<file path="config.mk">
export PLATFORM = sky130hd
export DESIGN_NAME = dlem_monitor
export DESIGN_NICKNAME = d
export VERILOG_FILES = /design/src/hw/dlem_pkg.sv /design/src/hw/dlem_monitor.sv
export SDC_FILE = /design/constraint.sdc
export NUM_CORES = 1
export LEC_CHECK = 0
export ABC_AREA = 1
export BUFFER_PORTS_ARGS = -buffer_cell sky130_fd_sc_hd__buf_2
export CAP_MARGIN = 15
export CORE_MARGIN = 1
export CORE_UTILIZATION = 64
export CTS_CLUSTER_SIZE = 20
export DETAILED_ROUTE_END_ITERATION = 6
export PLACE_DENSITY = 0.86
export REMOVE_ABC_BUFFERS = 1
export SYNTH_ARGS = -nofsm -noshare
export SYNTH_HDL_FRONTEND = slang
export SYNTH_SLANG_ARGS = --single-unit
export TNS_END_PERCENT = 1
</file>
<file path="constraint.sdc">
create_clock -name core_clk_i -period 6.67 [get_ports core_clk_i]
set_input_delay 0.3335 -clock core_clk_i [delete_from_list [all_inputs] [get_ports core_clk_i]]
set_output_delay 0.3335 -clock core_clk_i [all_outputs]
set_load 0.005 [all_outputs]
</file>
<file path="src/hw/dlem_pkg.sv">
// Constants and types shared by the link error monitor
package dlem_pkg;

    // ------------------------------------------------------------
    // Register offsets
    // ------------------------------------------------------------
    localparam logic [7:0] ADDR_LINK_CTRL    = 8'h04;
    localparam logic [7:0] ADDR_FILTER_CTRL  = 8'h05;
    localparam logic [7:0] ADDR_GPIO_CTRL    = 8'h06;
    localparam logic [7:0] ADDR_LOCK_CTRL    = 8'h07;
    localparam logic [7:0] ADDR_CRYPT_CTRL   = 8'h08;
    localparam logic [7:0] ADDR_DECODE_ERR   = 8'h0D;
    localparam logic [7:0] ADDR_PATTERN_ERR  = 8'h0E;
    localparam logic [7:0] ADDR_ERR_THRESH   = 8'h0F;
    localparam logic [7:0] ADDR_LOCK_LAST    = 8'h1F;

    // ------------------------------------------------------------
    // Field positions
    // ------------------------------------------------------------
    localparam int BIT_REV_CC      = 0;
    localparam int BIT_FWD_CC      = 1;
    localparam int BIT_PATTERN_EN  = 5;
    localparam int BIT_GPIO0_IN    = 0;
    localparam int BIT_GPIO0_OUT   = 1;
    localparam int BIT_GPIO1_IN    = 2;
    localparam int BIT_GPIO1_OUT   = 3;
    localparam int BIT_AUTO_CLEAR  = 5;
    localparam int BIT_GPIO0_SEL   = 1;
    localparam int BIT_GPIO1_SEL   = 2;
    localparam int BIT_CFG_LOCK    = 0;
    localparam int BIT_CRYPT_EN    = 0;
    localparam int BIT_AUTH_BEGUN  = 1;

    // ------------------------------------------------------------
    // Reset values and counter limit
    // ------------------------------------------------------------
    localparam logic [7:0] RST_LINK_CTRL   = 8'h03;
    localparam logic [7:0] RST_GPIO_CTRL   = 8'h0A;
    localparam logic [7:0] RST_ERR_THRESH  = 8'h00;
    localparam logic [7:0] COUNT_MAX       = 8'hFF;

    // ------------------------------------------------------------
    // Error rate window: 16 symbols, loss at 4 errors (1 in 4)
    // ------------------------------------------------------------
    localparam logic [3:0] WIN_LAST        = 4'hF;
    localparam logic [2:0] WIN_LOSS_ERRS   = 3'h4;

    // ------------------------------------------------------------
    // Timing
    // ------------------------------------------------------------
    localparam int CLK_PERIOD_NS     = 50;
    localparam int AUTO_CLEAR_NS     = 1000;
    localparam int AUTO_CLEAR_CYC    = AUTO_CLEAR_NS / CLK_PERIOD_NS;
    localparam int REV_BLACKOUT_US   = 500;
    localparam int REV_BLACKOUT_CYC  = (REV_BLACKOUT_US * 1000) / CLK_PERIOD_NS;

    typedef enum logic [1:0] {
        DLEM_UNLOCKED = 2'b00,
        DLEM_LOCKED   = 2'b01,
        DLEM_RELOCK   = 2'b10
    } dlem_lock_e;

endpackage : dlem_pkg

</file>
<file path="src/hw/dlem_monitor.sv">
// Link error monitor, self test and control-channel supervision
//
// Operation
// - Decoding errors counted in 8-bit readable counter at 0x0D.
// - Error rate of 1/4 or more drops lock, freezes counter, relock.
// - Counter cleared by video lock, register read, or auto clear.
// - Pattern test errors go to own register; decode counter held zero.
// - Error pin low above threshold, or on any pattern error in test.
// - Error pin released when the decode counter is cleared, unless 0x0E is nonzero in pattern test.
// - Auto clear releases the pin and counter 1 us after assertion.
// - Auto clear off at reset; enabled by bit 5 of 0x06.
// - Auto clear never runs during pattern test.
// - Forward and reverse channel enables at 0x04 bits 1 and 0.
// - No acknowledge frame for a transfer lost to contention.
// - Lock bit makes 0x00 to 0x1F read-only until reset.
// - Key vector write sets auth flag; GPIO1 follows if selected.
// - GPIO0 follows encryption enable when selected.
// - Reverse channel unavailable 500 us after link start or stop.
// - Lock output only for video link, never in configuration link.
`timescale 1ns/1ns
`default_nettype none

module dlem_monitor
    import dlem_pkg::*;
#(
    parameter int REV_BLACKOUT_CYCLES = REV_BLACKOUT_CYC
) (
    // Clock, reset, enable
    input  wire logic       core_clk_i,
    input  wire logic       rst_n_i,
    input  wire logic       ce_i,
    // Register port
    input  wire logic       reg_wr_i,
    input  wire logic       reg_rd_i,
    input  wire logic [7:0] reg_addr_i,
    input  wire logic [7:0] reg_wdata_i,
    output logic      [7:0] reg_rdata_o,
    output logic            reg_rvalid_o,
    // Serial decoder events
    input  wire logic       symbol_valid_i,
    input  wire logic       decode_err_i,
    input  wire logic       pattern_err_i,
    input  wire logic       video_lock_acq_i,
    input  wire logic       config_link_i,
    input  wire logic       link_start_stop_i,
    input  wire logic       key_vector_written_i,
    output logic            lock_o,
    output logic            relock_req_o,
    output logic            pattern_test_active_o,
    output logic      [2:0] filter_bypass_o,
    // Control channel
    input  wire logic       cc_xfer_done_i,
    input  wire logic       cc_contention_i,
    output logic            fwd_cc_enable_o,
    output logic            rev_cc_enable_o,
    output logic            ack_frame_o,
    // Open-drain pins
    output logic            err_out_o,
    output logic            err_oe_n_o,
    input  wire logic [1:0] gpio_in_i,
    output logic      [1:0] gpio_out_o,
    output logic      [1:0] gpio_oe_n_o
);

    // ------------------------------------------------------------
    // State
    // ------------------------------------------------------------
    dlem_lock_e  lock_state;
    dlem_lock_e  next_lock_state;
    logic [7:0]  link_ctrl;
    logic [7:0]  filter_ctrl;
    logic [7:0]  gpio_ctrl;
    logic [7:0]  sel_ctrl;
    logic        config_write_lock;
    logic        crypt_enable;
    logic        auth_begun_flag;
    logic [7:0]  err_threshold;
    logic [7:0]  decode_error_count;
    logic [7:0]  pattern_error_count;
    logic [3:0]  win_sym;
    logic [2:0]  win_err;
    logic        err_asserted;
    logic [4:0]  auto_timer;
    logic [13:0] blackout_cnt;

    // ------------------------------------------------------------
    // Decode
    // ------------------------------------------------------------
    wire        wr_ok            = reg_wr_i && !(config_write_lock && reg_addr_i <= ADDR_LOCK_LAST);
    wire        wr_link          = wr_ok && reg_addr_i == ADDR_LINK_CTRL;
    wire        wr_filter        = wr_ok && reg_addr_i == ADDR_FILTER_CTRL;
    wire        wr_gpio          = wr_ok && reg_addr_i == ADDR_GPIO_CTRL;
    wire        wr_lock          = wr_ok && reg_addr_i == ADDR_LOCK_CTRL;
    wire        wr_crypt         = wr_ok && reg_addr_i == ADDR_CRYPT_CTRL;
    wire        wr_thresh        = wr_ok && reg_addr_i == ADDR_ERR_THRESH;
    wire        rd_decode        = reg_rd_i && reg_addr_i == ADDR_DECODE_ERR;
    wire        rd_pattern       = reg_rd_i && reg_addr_i == ADDR_PATTERN_ERR;

    wire        pattern_mode     = link_ctrl[BIT_PATTERN_EN];
    wire        auto_clear_en    = gpio_ctrl[BIT_AUTO_CLEAR];
    wire        is_locked        = lock_state == DLEM_LOCKED;

    // Errors only count while locked; losing lock freezes the counter
    wire        count_err        = is_locked && symbol_valid_i && decode_err_i && !pattern_mode;
    wire [2:0]  win_err_inc      = win_err + 3'(count_err);
    wire        rate_loss        = count_err && win_err_inc >= WIN_LOSS_ERRS;
    wire        count_pat        = pattern_mode && pattern_err_i;

    wire        auto_fire        = auto_clear_en && !pattern_mode && err_asserted
                                   && auto_timer == 5'(AUTO_CLEAR_CYC - 1);
    wire        lock_gain        = !is_locked && video_lock_acq_i;
    wire        decode_clear     = lock_gain || rd_decode || auto_fire;

    // ------------------------------------------------------------
    // Next values
    // ------------------------------------------------------------
    logic [7:0] next_decode_count;
    logic [7:0] next_pattern_count;
    logic       next_err_asserted;

    always_comb begin
        if (pattern_mode) begin
            next_decode_count = 8'h00;
        end else if (decode_clear) begin
            // An error in the clearing cycle survives the clear
            next_decode_count = count_err ? 8'h01 : 8'h00;
        end else if (count_err && decode_error_count != COUNT_MAX) begin
            next_decode_count = decode_error_count + 8'h01;
        end else begin
            next_decode_count = decode_error_count;
        end
    end

    always_comb begin
        if (rd_pattern) begin
            next_pattern_count = count_pat ? 8'h01 : 8'h00;
        end else if (count_pat && pattern_error_count != COUNT_MAX) begin
            next_pattern_count = pattern_error_count + 8'h01;
        end else begin
            next_pattern_count = pattern_error_count;
        end
    end

    // Pin is sticky: threshold crossing sets, counter clear releases
    wire err_set = pattern_mode ? (next_pattern_count != 8'h00)
                                : (next_decode_count > err_threshold);
    always_comb begin
        if (err_set) begin
            next_err_asserted = 1'b1;
        end else if (decode_clear || (pattern_mode && rd_pattern)) begin
            next_err_asserted = 1'b0;
        end else begin
            next_err_asserted = err_asserted;
        end
    end

    always_comb begin
        case (lock_state)
            DLEM_UNLOCKED: next_lock_state = video_lock_acq_i ? DLEM_LOCKED : DLEM_UNLOCKED;
            DLEM_LOCKED:   next_lock_state = rate_loss ? DLEM_RELOCK : DLEM_LOCKED;
            DLEM_RELOCK:   next_lock_state = video_lock_acq_i ? DLEM_LOCKED : DLEM_RELOCK;
            default:       next_lock_state = DLEM_UNLOCKED;
        endcase
    end

    // ------------------------------------------------------------
    // Registers
    // ------------------------------------------------------------
    always_ff @(posedge core_clk_i) begin
        if (!rst_n_i) begin
            link_ctrl         <= RST_LINK_CTRL;
            filter_ctrl       <= 8'h00;
            gpio_ctrl         <= RST_GPIO_CTRL;
            sel_ctrl          <= 8'h00;
            config_write_lock <= 1'b0;
            crypt_enable      <= 1'b0;
            err_threshold     <= RST_ERR_THRESH;
        end else if (ce_i) begin
            if (wr_link)   link_ctrl     <= reg_wdata_i;
            if (wr_filter) filter_ctrl   <= reg_wdata_i;
            if (wr_gpio)   gpio_ctrl     <= reg_wdata_i;
            if (wr_lock)   sel_ctrl      <= reg_wdata_i;
            if (wr_thresh) err_threshold <= reg_wdata_i;
            if (wr_crypt)  crypt_enable  <= reg_wdata_i[BIT_CRYPT_EN];
            if (wr_lock && reg_wdata_i[BIT_CFG_LOCK]) begin
                config_write_lock <= 1'b1;
            end
        end
    end

    // Key vector write sets the flag, winning over a software clear
    always_ff @(posedge core_clk_i) begin
        if (!rst_n_i) begin
            auth_begun_flag <= 1'b0;
        end else if (ce_i) begin
            if (key_vector_written_i) begin
                auth_begun_flag <= 1'b1;
            end else if (wr_crypt) begin
                auth_begun_flag <= reg_wdata_i[BIT_AUTH_BEGUN];
            end
        end
    end

    always_ff @(posedge core_clk_i) begin
        if (!rst_n_i) begin
            lock_state          <= DLEM_UNLOCKED;
            decode_error_count  <= 8'h00;
            pattern_error_count <= 8'h00;
            err_asserted        <= 1'b0;
        end else if (ce_i) begin
            lock_state          <= next_lock_state;
            decode_error_count  <= next_decode_count;
            pattern_error_count <= next_pattern_count;
            err_asserted        <= next_err_asserted;
        end
    end

    // Rate window restarts on every lock change
    always_ff @(posedge core_clk_i) begin
        if (!rst_n_i) begin
            win_sym <= 4'h0;
            win_err <= 3'h0;
        end else if (ce_i) begin
            if (!is_locked || rate_loss || (symbol_valid_i && win_sym == WIN_LAST)) begin
                win_sym <= 4'h0;
                win_err <= 3'h0;
            end else if (symbol_valid_i) begin
                win_sym <= win_sym + 4'h1;
                win_err <= win_err_inc;
            end
        end
    end

    // Auto clear delay counted from pin assertion
    always_ff @(posedge core_clk_i) begin
        if (!rst_n_i) begin
            auto_timer <= 5'h00;
        end else if (ce_i) begin
            if (!err_asserted || !auto_clear_en || pattern_mode || auto_fire) begin
                auto_timer <= 5'h00;
            end else begin
                auto_timer <= auto_timer + 5'h01;
            end
        end
    end

    always_ff @(posedge core_clk_i) begin
        if (!rst_n_i) begin
            blackout_cnt <= 14'h0000;
        end else if (ce_i) begin
            if (link_start_stop_i) begin
                blackout_cnt <= 14'(REV_BLACKOUT_CYCLES);
            end else if (blackout_cnt != 14'h0000) begin
                blackout_cnt <= blackout_cnt - 14'h0001;
            end
        end
    end

    // ------------------------------------------------------------
    // Read port
    // ------------------------------------------------------------
    logic [7:0] rd_mux;
    always_comb begin
        case (reg_addr_i)
            ADDR_LINK_CTRL:   rd_mux = link_ctrl;
            ADDR_FILTER_CTRL: rd_mux = filter_ctrl;
            ADDR_GPIO_CTRL:   rd_mux = {gpio_ctrl[7:4], gpio_ctrl[BIT_GPIO1_OUT], gpio_in_i[1],
                                        gpio_ctrl[BIT_GPIO0_OUT], gpio_in_i[0]};
            ADDR_LOCK_CTRL:   rd_mux = {sel_ctrl[7:1], config_write_lock};
            ADDR_CRYPT_CTRL:  rd_mux = {6'h00, auth_begun_flag, crypt_enable};
            ADDR_DECODE_ERR:  rd_mux = decode_error_count;
            ADDR_PATTERN_ERR: rd_mux = pattern_error_count;
            ADDR_ERR_THRESH:  rd_mux = err_threshold;
            default:          rd_mux = 8'h00;
        endcase
    end

    always_ff @(posedge core_clk_i) begin
        if (!rst_n_i) begin
            reg_rdata_o  <= 8'h00;
            reg_rvalid_o <= 1'b0;
        end else if (ce_i) begin
            reg_rvalid_o <= reg_rd_i;
            if (reg_rd_i) begin
                reg_rdata_o <= rd_mux;
            end
        end
    end

    // ------------------------------------------------------------
    // Outputs
    // ------------------------------------------------------------
    wire gpio1_level = sel_ctrl[BIT_GPIO1_SEL] ? auth_begun_flag : gpio_ctrl[BIT_GPIO1_OUT];
    wire gpio0_level = sel_ctrl[BIT_GPIO0_SEL] ? crypt_enable : gpio_ctrl[BIT_GPIO0_OUT];
    wire cc_open     = link_ctrl[BIT_FWD_CC] || link_ctrl[BIT_REV_CC];

    assign lock_o                = is_locked && !config_link_i;
    assign relock_req_o          = lock_state == DLEM_RELOCK;
    assign pattern_test_active_o = pattern_mode;
    assign filter_bypass_o       = filter_ctrl[2:0];
    assign fwd_cc_enable_o       = link_ctrl[BIT_FWD_CC];
    assign rev_cc_enable_o       = link_ctrl[BIT_REV_CC] && blackout_cnt == 14'h0000;
    assign ack_frame_o           = cc_xfer_done_i && !cc_contention_i && cc_open;
    assign err_out_o             = 1'b0;
    assign err_oe_n_o            = !err_asserted;
    assign gpio_out_o            = 2'b00;
    assign gpio_oe_n_o           = {gpio1_level, gpio0_level};
endmodule : dlem_monitor

`default_nettype wire

</file>
==> summary.md, run 1 <==
| Metric | Value |
|---|---|
| Outcome | finished clean |
| Share of power burned in registers | 52.0% |
| CTS Buf Count | 9 |
| CTS Buffer Depth | 2 |
| Switching power | 0.3700 mW |
| Met3 WL | 950 µm |
| Cts hold-fix bufs | 0 |
| Initial antenna violation count | 0 |
| Worst-Skew Late Latency | 0.37 ns |
| Hpwl dp | 9.804 mm |
| Routed Antenna Nets | 0 |
| Global placer's final weighted congestion | 0.9607 |
| Chip width | 92.28 µm |
| Placed Area | 0.005451 mm² |
| Worst Hold Class | in -> reg |
| Multi-input gate area | 0.002825 mm² |
| Post-synthesis cell area | 0.005216 mm² |
| H-Tree Depth | 3 |
| Number of flops mapped to enable cells by yosys | 0 |
| Critical Path RT | 6.96 ns |
| Post-CTS sizing | 0 |
| DRC viols | 0 |
| Ports | 56 |
| RSZ-0062 raised after global routing | no |
| Clock share of power | 32.8% |
| Highest metal used | met4 |
| Synth Area per Inst | 6.946 µm² |
| Initial DRC Count | 461 |
| Clock sink count | 94 |
| Crit-path cells | ha_1, nand3_1, nor2_1, nand3_1, nand2_2, inv_4, nand2_2, nor3_2, or2_1, nand2_1, inv_1, ha_1, nand2_1, nor2_1, nand2_1, o211ai_1, nand2_1, a21oi_1, nand2_1, a21oi_1 |
| Grt total ovfl | 0 |
| Share of flip-flops with an asynchronous set or reset | 0% |
| Mapped Cells | 751 |
| Global-route wire length before repair | 21.90 mm |
| Crit. End Element | flip-flop |
| Final wirelength | 13.39 mm |
| Slew HR | 46.72% |
| Yosys warning count | 0 |
| Synth Register Bits | 94 |
| Global Route Usage Sum | 32.74% |
| Final min period | 2.908 ns |
| Fin. max-slew vios | 0 |
| CP max FO | 7 |
| DRT met1 WL | 5.958 mm |
| Metal2 WL | 6.025 mm |
| Max Cap Viol | 0 |
| Fmax | 0.3439 GHz |
| Clk Tree Root Cell | clkbuf_8 |
| Seq. cell area | 0.001882 mm² |
| LEAKAGE | 2.530 nW |
| Vias per std cell | 5.847 |
| DIE AREA | 0.008516 mm² |
| Clk_skew | 0.01378 ns |
| Largest net degree at the start of global routing | 58 |
| Vias | 5233 |
| Clock slew at reported path FFs | 0.10 ns |
| CTS tree | built |
| Routed length per instance | 14.96 µm |
| Final Cycle Share | 43.59% |
| Core region area | 0.007807 mm² |
| # fillers | 649 |
| Fin cells | 895 |
| Main synth FF type | dfxtp_1 |
| Synth-to-Final Area Change | 8.323% |
| Final hold viol count | 0 |
| Post-CTS Setup Bufs | 0 |
| Antenna cell count | 0 |
| Fin Hold WS | 0.2180 ns |
| Starting Density | 66.81% |
| Final Cell Area | 0.005650 mm² |
| Critical path class | reg -> reg |
| Fin Setup TNS | 0 ns |
| Drt first pass iters | 5 |
| Cell Pwr Density | 205.4 mW/mm² |
| Critical path data arrival time | 3.20 ns |
| Switch share | 31.88% |
| Share of layout cells above drive strength 1 | 14.00% |
| Port buffer count | 52 |
| Die Span Y | 92.28 µm |
| Fin util | 72.37% |
| Worst Tran Pin Value | 0.7962 ns |
| Setup-failing EPs final | 0 |
| Library cells used by synthesis | 46 |
| # rows | 32 |
| Int Power | 0.7907 mW |
| Register area share after synthesis | 36.08% |
| Most frequent cell on the critical path | nand2_1 |
| Dpl cells | 879 |
| Crit path max-delay cell type | dfxtp_1 |
| Comb power frac | 15.2% |
| VDD IR max | 0.1248 mV |
| Vias in the first global route | 4651 |
| Max incr delay on CP | 0.45 ns |
| Setup crit start kind | flip-flop |
| Nets | 835 |
[power by group through the flow]
stage / logic (mW) / clock network, mW / registers, mW
global route: 0.198 / 0.405 / 0.606
CTS: 0.173 / 0.378 / 0.602
finish: 0.177 / 0.381 / 0.603
detailed placement: 0.171 / 0 / 0.615
floorplan: 0.120 / 0 / 0.609
global placement: 0.164 / 0 / 0.614
[cell usage in the layout, fill, tap and decap left out, types with 9 or more instances in the layout]
cell        n
inv_1      81
nand4_1    18
ha_1       15
nand3_1    39
a21oi_1    89
xor2_1     16
dfxtp_1    94
buf_2      52
nor2_1     51
nand2_1   165
o21ai_0    76
clkbuf_8    9
[synthesized netlist by cell type (4+ instances only)]
| cell type | instances | share of area, % |
|---|---|---|
| nor2_1 | 51 | 3.7 |
| nand4_1 | 18 | 2.2 |
| o22ai_1 | 5 | 0.60 |
| buf_4 | 11 | 1.6 |
| xor2_1 | 16 | 2.7 |
| nor2_2 | 4 | 0.48 |
| nand2_1 | 165 | 12 |
| nor3_1 | 7 | 0.67 |
| clkbuf_1 | 12 | 0.86 |
| o21ai_0 | 76 | 7.3 |
| inv_1 | 81 | 5.8 |
| nand2_2 | 6 | 0.72 |
| ha_1 | 15 | 3.6 |
| buf_2 | 5 | 0.48 |
| nor2_4 | 7 | 1.5 |
| a21oi_1 | 89 | 8.5 |
| inv_2 | 7 | 0.50 |
| dfxtp_1 | 94 | 36 |
| nand3_1 | 39 | 3.7 |
[registers in the layout, indices dropped and copies added, names as in the netlist]
signal / flops
auth_begun_flag: 1
auto_timer: 5
blackout_cnt: 14
config_write_lock: 1
crypt_enable: 1
decode_error_count: 8
err_asserted: 1
err_threshold: 8
filter_ctrl: 8
gpio_ctrl: 6
link_ctrl: 8
lock_state: 2
pattern_error_count: 8
reg_rdata_o: 8
reg_rvalid_o: 1
sel_ctrl: 7
win_err: 3
win_sym: 4
[routing by layer]
layer,global-route usage [%],vias to the layer above
met5,0,-
met2,51.12,277
li1,-,2555
met4,15.36,0
met3,4.312,45
met1,44.78,2356
[final cells by class]
cell class,instances,share of cell area [%]
Multi-Input combinational cell,539,50.00
Sequential cell,94,33.30
Inverter,90,6.045
Timing Repair Buffer,54,4.872
Tap cell,102,2.259
Clock buffer,9,2.192
Clock inverter,7,1.329
[logic make-up (layout without fill, tap and decap cells)]
| logic type | after synthesis | count (layout) | share of synthesized area, % |
|---|---|---|---|
| xor+xnor | 18 | 18 | 3.022 |
| flops | 94 | 94 | 36.08 |
| simple gates | 315 | 315 | 28.26 |
| fa+ha+maj | 15 | 15 | 3.598 |
| buf+inv | 120 | 160 | 9.906 |
| other cells | 1 | 3 | 0.07189 |
| compound gates | 188 | 188 | 19.07 |
[critical path: cells and delay by family (launching register included)]
kind            cells  cell delay [ns]
simple gates       13             1.32
compound gates      3             0.42
buf+inv             2             0.11
flops               1             0.45
fa+ha+maj           2             0.52
[metrics by stage]
| stage | setup WS (ns) | power, mW |
|---|---|---|
| 4_1_cts | 3.835 | 1.154 |
| 2_1_floorplan | 4.252 | 0.7296 |
| 6_report | 3.762 | 1.161 |
| 3_5_place_dp | 3.779 | 0.7862 |
| 3_3_place_gp | 3.956 | 0.7781 |
| 5_1_grt | 3.495 | 1.209 |
[path summary, 6_finish.rpt]
kind | startpoint | endpoint | slack, ns | cells past startpoint
worst min-delay path | reg_wdata_i[1] | gpio_ctrl[1] | 0.22 | 3
worst min register to register | sel_ctrl[6] | sel_ctrl[6] | 0.46 | 2
worst max register to register | decode_error_count[1] | err_asserted | 3.76 | 20
worst max-delay path | decode_error_count[1] | err_asserted | 3.76 | 20
Power figures use the tool's default switching activity.
==> inputs of run 2 (changes only) <==
ABC_AREA = 0   (was 1)
CORE_UTILIZATION = 53   (was 64)
PLACE_DENSITY = 0.76   (was 0.86)
clock period = 2.5 ns   (was 6.67 ns; I/O delays follow)
==> run 2 against run 1 <==
The run now ends with negative setup slack left. Power grew to 2.6 times the previous value. Synthesized cell count is 11% lower. Final cell count is 2.1% lower. Fmax grew 4.3%. Critical endpoint unchanged.
==> summary.md, run 2 <==
| Metric | Value |
|---|---|
| Outcome | finished with violations |
| Failing checks | negative setup slack |
| Port buffer count | 52 |
| Main combinational cell family by area after synthesis | simple AND/OR/NAND/NOR gates |
| Max incr delay on CP | 0.40 ns |
| Most frequent cell after synthesis | dfxtp_1 |
| Crit. End Element | flip-flop |
| Dpl cells | 857 |
| DIE AREA | 0.01035 mm² |
| Global Route Usage Sum | 29.34% |
| Crit-path cells | nand2b_4, or3_4, or3_4, nor2_4, xnor2_2, nor2_1, ha_1, nand4_1, a21oi_2, o41ai_2, buf_4, o221ai_2 |
| RSZ-0062 raised after global routing | yes |
| Max Cap Viol | 0 |
| Final Cycle Share | 111.5% |
| Largest net degree at the start of global routing | 54 |
| Comb power frac | 15.2% |
| Synth Register Bits | 94 |
| Hpwl dp | 10.72 mm |
| Setup ws final | -0.2877 ns |
| Share of flip-flops with an asynchronous set or reset | 0% |
| LEAKAGE | 2.510 nW |
| VDD IR max | 0.2705 mV |
| Crit path max-delay cell type | or3_4 |
| Post-synthesis cell area | 0.005271 mm² |
| CTS tree | built |
| Critical Path RT | 2.76 ns |
| Final wirelength | 14.88 mm |
| Clock sink count | 94 |
| Worst-Skew Late Latency | 0.38 ns |
| Vias per std cell | 5.998 |
| Share of the synthesized area in the top cell type | 35.70% |
| XOR/XNOR Fraction of Synth Area | 4.652% |
| Library cells used by synthesis | 63 |
| Post-synth top area cell | dfxtp_1 |
| Synth-to-Final Area Change | 17.80% |
| Met3 WL | 1.090 mm |
| Fmax | 0.3587 GHz |
| Slew HR | 57.54% |
| Main synth FF type | dfxtp_1 |
| DRC viols | 0 |
| Grt total ovfl | 0 |
| Tot Pwr | 3.072 mW |
| Vias in the first global route | 4792 |
| Largest register by flop count | blackout_cnt |
| Worst reg-to-reg setup slack | -0.29 ns |
| Global placer's final weighted congestion | 1.010 |
| Post-Synth Adder-Cell Area | 3.560% |
| Vias | 5254 |
| CP max FO | 4 |
| Clk_skew | 0.01170 ns |
| Most frequent cell on the critical path | or3_4 |
| Ports | 56 |
| Fin cells | 876 |
| Clock share of power | 33.5% |
| Cell Pwr Density | 494.8 mW/mm² |
| Share of layout cells above drive strength 1 | 22.21% |
| Cts hold-fix bufs | 0 |
| Highest metal used | met4 |
| Chip width | 101.7 µm |
| Share of power burned in registers | 51.3% |
| # rows | 36 |
| Most common cell after layout, fill and taps aside | dfxtp_1 |
| Routed Antenna Nets | 0 |
| CTS Buf Count | 9 |
| Clk Tree Root Cell | clkbuf_8 |
| Post-synthesis simple-gate area fraction | 25.78% |
| Synth Area in Compound Gates | 17.42% |
| Metal2 WL | 6.838 mm |
| Critical path data arrival time | 3.05 ns |
| Mapped Cells | 665 |
| Initial DRC Count | 407 |
| Global-route wire length before repair | 23.40 mm |
| Worst Tran Pin Value | 0.6321 ns |
| Worst Hold Class | in -> reg |
| Synth Area per Inst | 7.927 µm² |
| Int Power | 2.229 mW |
| Nets | 785 |
| Setup-failing EPs final | 1 |
| Register area share after synthesis | 35.70% |
| Drt first pass iters | 6 |
| Most frequent cells in the layout | dfxtp_1 (92), nor2_1 (70), nand2_1 (66) |
| Final min period | 2.788 ns |
| Routed length per instance | 16.98 µm |
| Antenna cell count | 0 |
| Fin Setup TNS | -0.2877 ns |
| Area contributors post-synth | dfxtp_1 (36%), a21oi_1 (5.5%), mux2i_1 (5.3%), nor2_1 (5.1%), nand2_1 (4.7%) |
| Initial antenna violation count | 0 |
| H-Tree Depth | 3 |
| Switch share | 27.44% |
| Clock slew at reported path FFs | 0.10 ns |
| Final hold viol count | 0 |
| Die Span Y | 101.7 µm |
| Setup crit start kind | flip-flop |
| Fin. max-slew vios | 0 |
| Mux cell area share after synthesis | 7.239% |
| Switching power | 0.8432 mW |
| Synth cell count leaders | dfxtp_1 (94), nor2_1 (71), nand2_1 (66) |
| Number of flops mapped to enable cells by yosys | 0 |
| Largest register FFs | 14 |
| Starting Density | 54.43% |
| Yosys warning count | 0 |
| CTS Buffer Depth | 2 |
| Core region area | 0.009684 mm² |
| Critical path class | reg -> reg |
| DRT met1 WL | 6.386 mm |
## run 2: cell count changes after synthesis, sizes merged, moves of 15 or more
cell | previous run | this run
nand2 | 173 | 66
inv | 89 | 18
o21ai | 79 | 35
a21oi | 92 | 58
mux2i | 0 | 28
clkbuf | 12 | 31
xnor2 | 2 | 17
## run 2: final timing paths
path / endpoint / cells past startpoint / startpoint
max: err_asserted / 12 / lock_state[1]
min: filter_ctrl[4] / 3 / reg_wdata_i[4]
max reg2reg: err_asserted / 12 / lock_state[1]
min reg2reg: reg_rdata_o[7] / 2 / reg_rdata_o[7]
## run 2: logic make-up (layout without fill, tap and decap cells)
logic type,Yosys count,in the layout
mux,37,37
other cells,1,3
xor+xnor,28,28
flops,94,94
fa+ha+maj,15,15
compound gates,150,150
buf+inv,67,143
simple gates,273,273
## run 2: worst max-delay path, delay by kind of cell (launching register included)
kind	cells	cell delay, ns
compound gates	3	0.48
xor+xnor	1	0.11
fa+ha+maj	1	0.31
buf+inv	1	0.17
flops	1	0.33
simple gates	6	1.27
## run 2: power groups by stage
stage          registers [mW]  clock network, mW  logic (mW)
6_report                 1.58               1.03       0.466
4_1_cts                  1.57               1.05       0.455
5_1_grt                  1.58               1.11       0.505
3_5_place_dp             1.61                  0       0.440
3_3_place_gp             1.60                  0       0.427
2_1_floorplan            1.60                  0       0.255
## run 2: cell type report
type	count	area [µm²]
clock inverter	5	58.81
inverter	18	67.56
timing repair buffer	109	688.2
clock buffer	11	141.4
sequential	94	1884
multi-input combinational	506	3203
tap	133	166.4
fill	837	3475
## run 2: what timing repair did
item | in CTS | in global routing
setup buffers | 1 | 2
gates resized for setup | 12 | 10
setup endpoints to repair | 2 | 7
pin swaps | 6 | 7
## run 2: metal layers
metal	up-vias	global-route usage, %
met3	49	4.348
met5	-	0
li1	2510	-
met4	0	16.50
met1	2475	38.82
met2	220	45.79
## run 2: through the flow
stage | hold slack [ns] | setup slack (ns) | util (%) | instance area, µm²
6_report | 0.03797 | -0.2877 | 64.12 | 6210
5_1_grt | 0.04491 | -0.4654 | 64.12 | 6210
4_1_cts | 0.02908 | -0.2264 | 63.51 | 6151
3_5_place_dp | 0.4376 | -0.4588 | 60.76 | 5884
3_3_place_gp | 0.4159 | -0.3179 | 60.76 | 5884
2_1_floorplan | 0.1968 | -0.4100 | - | 5052
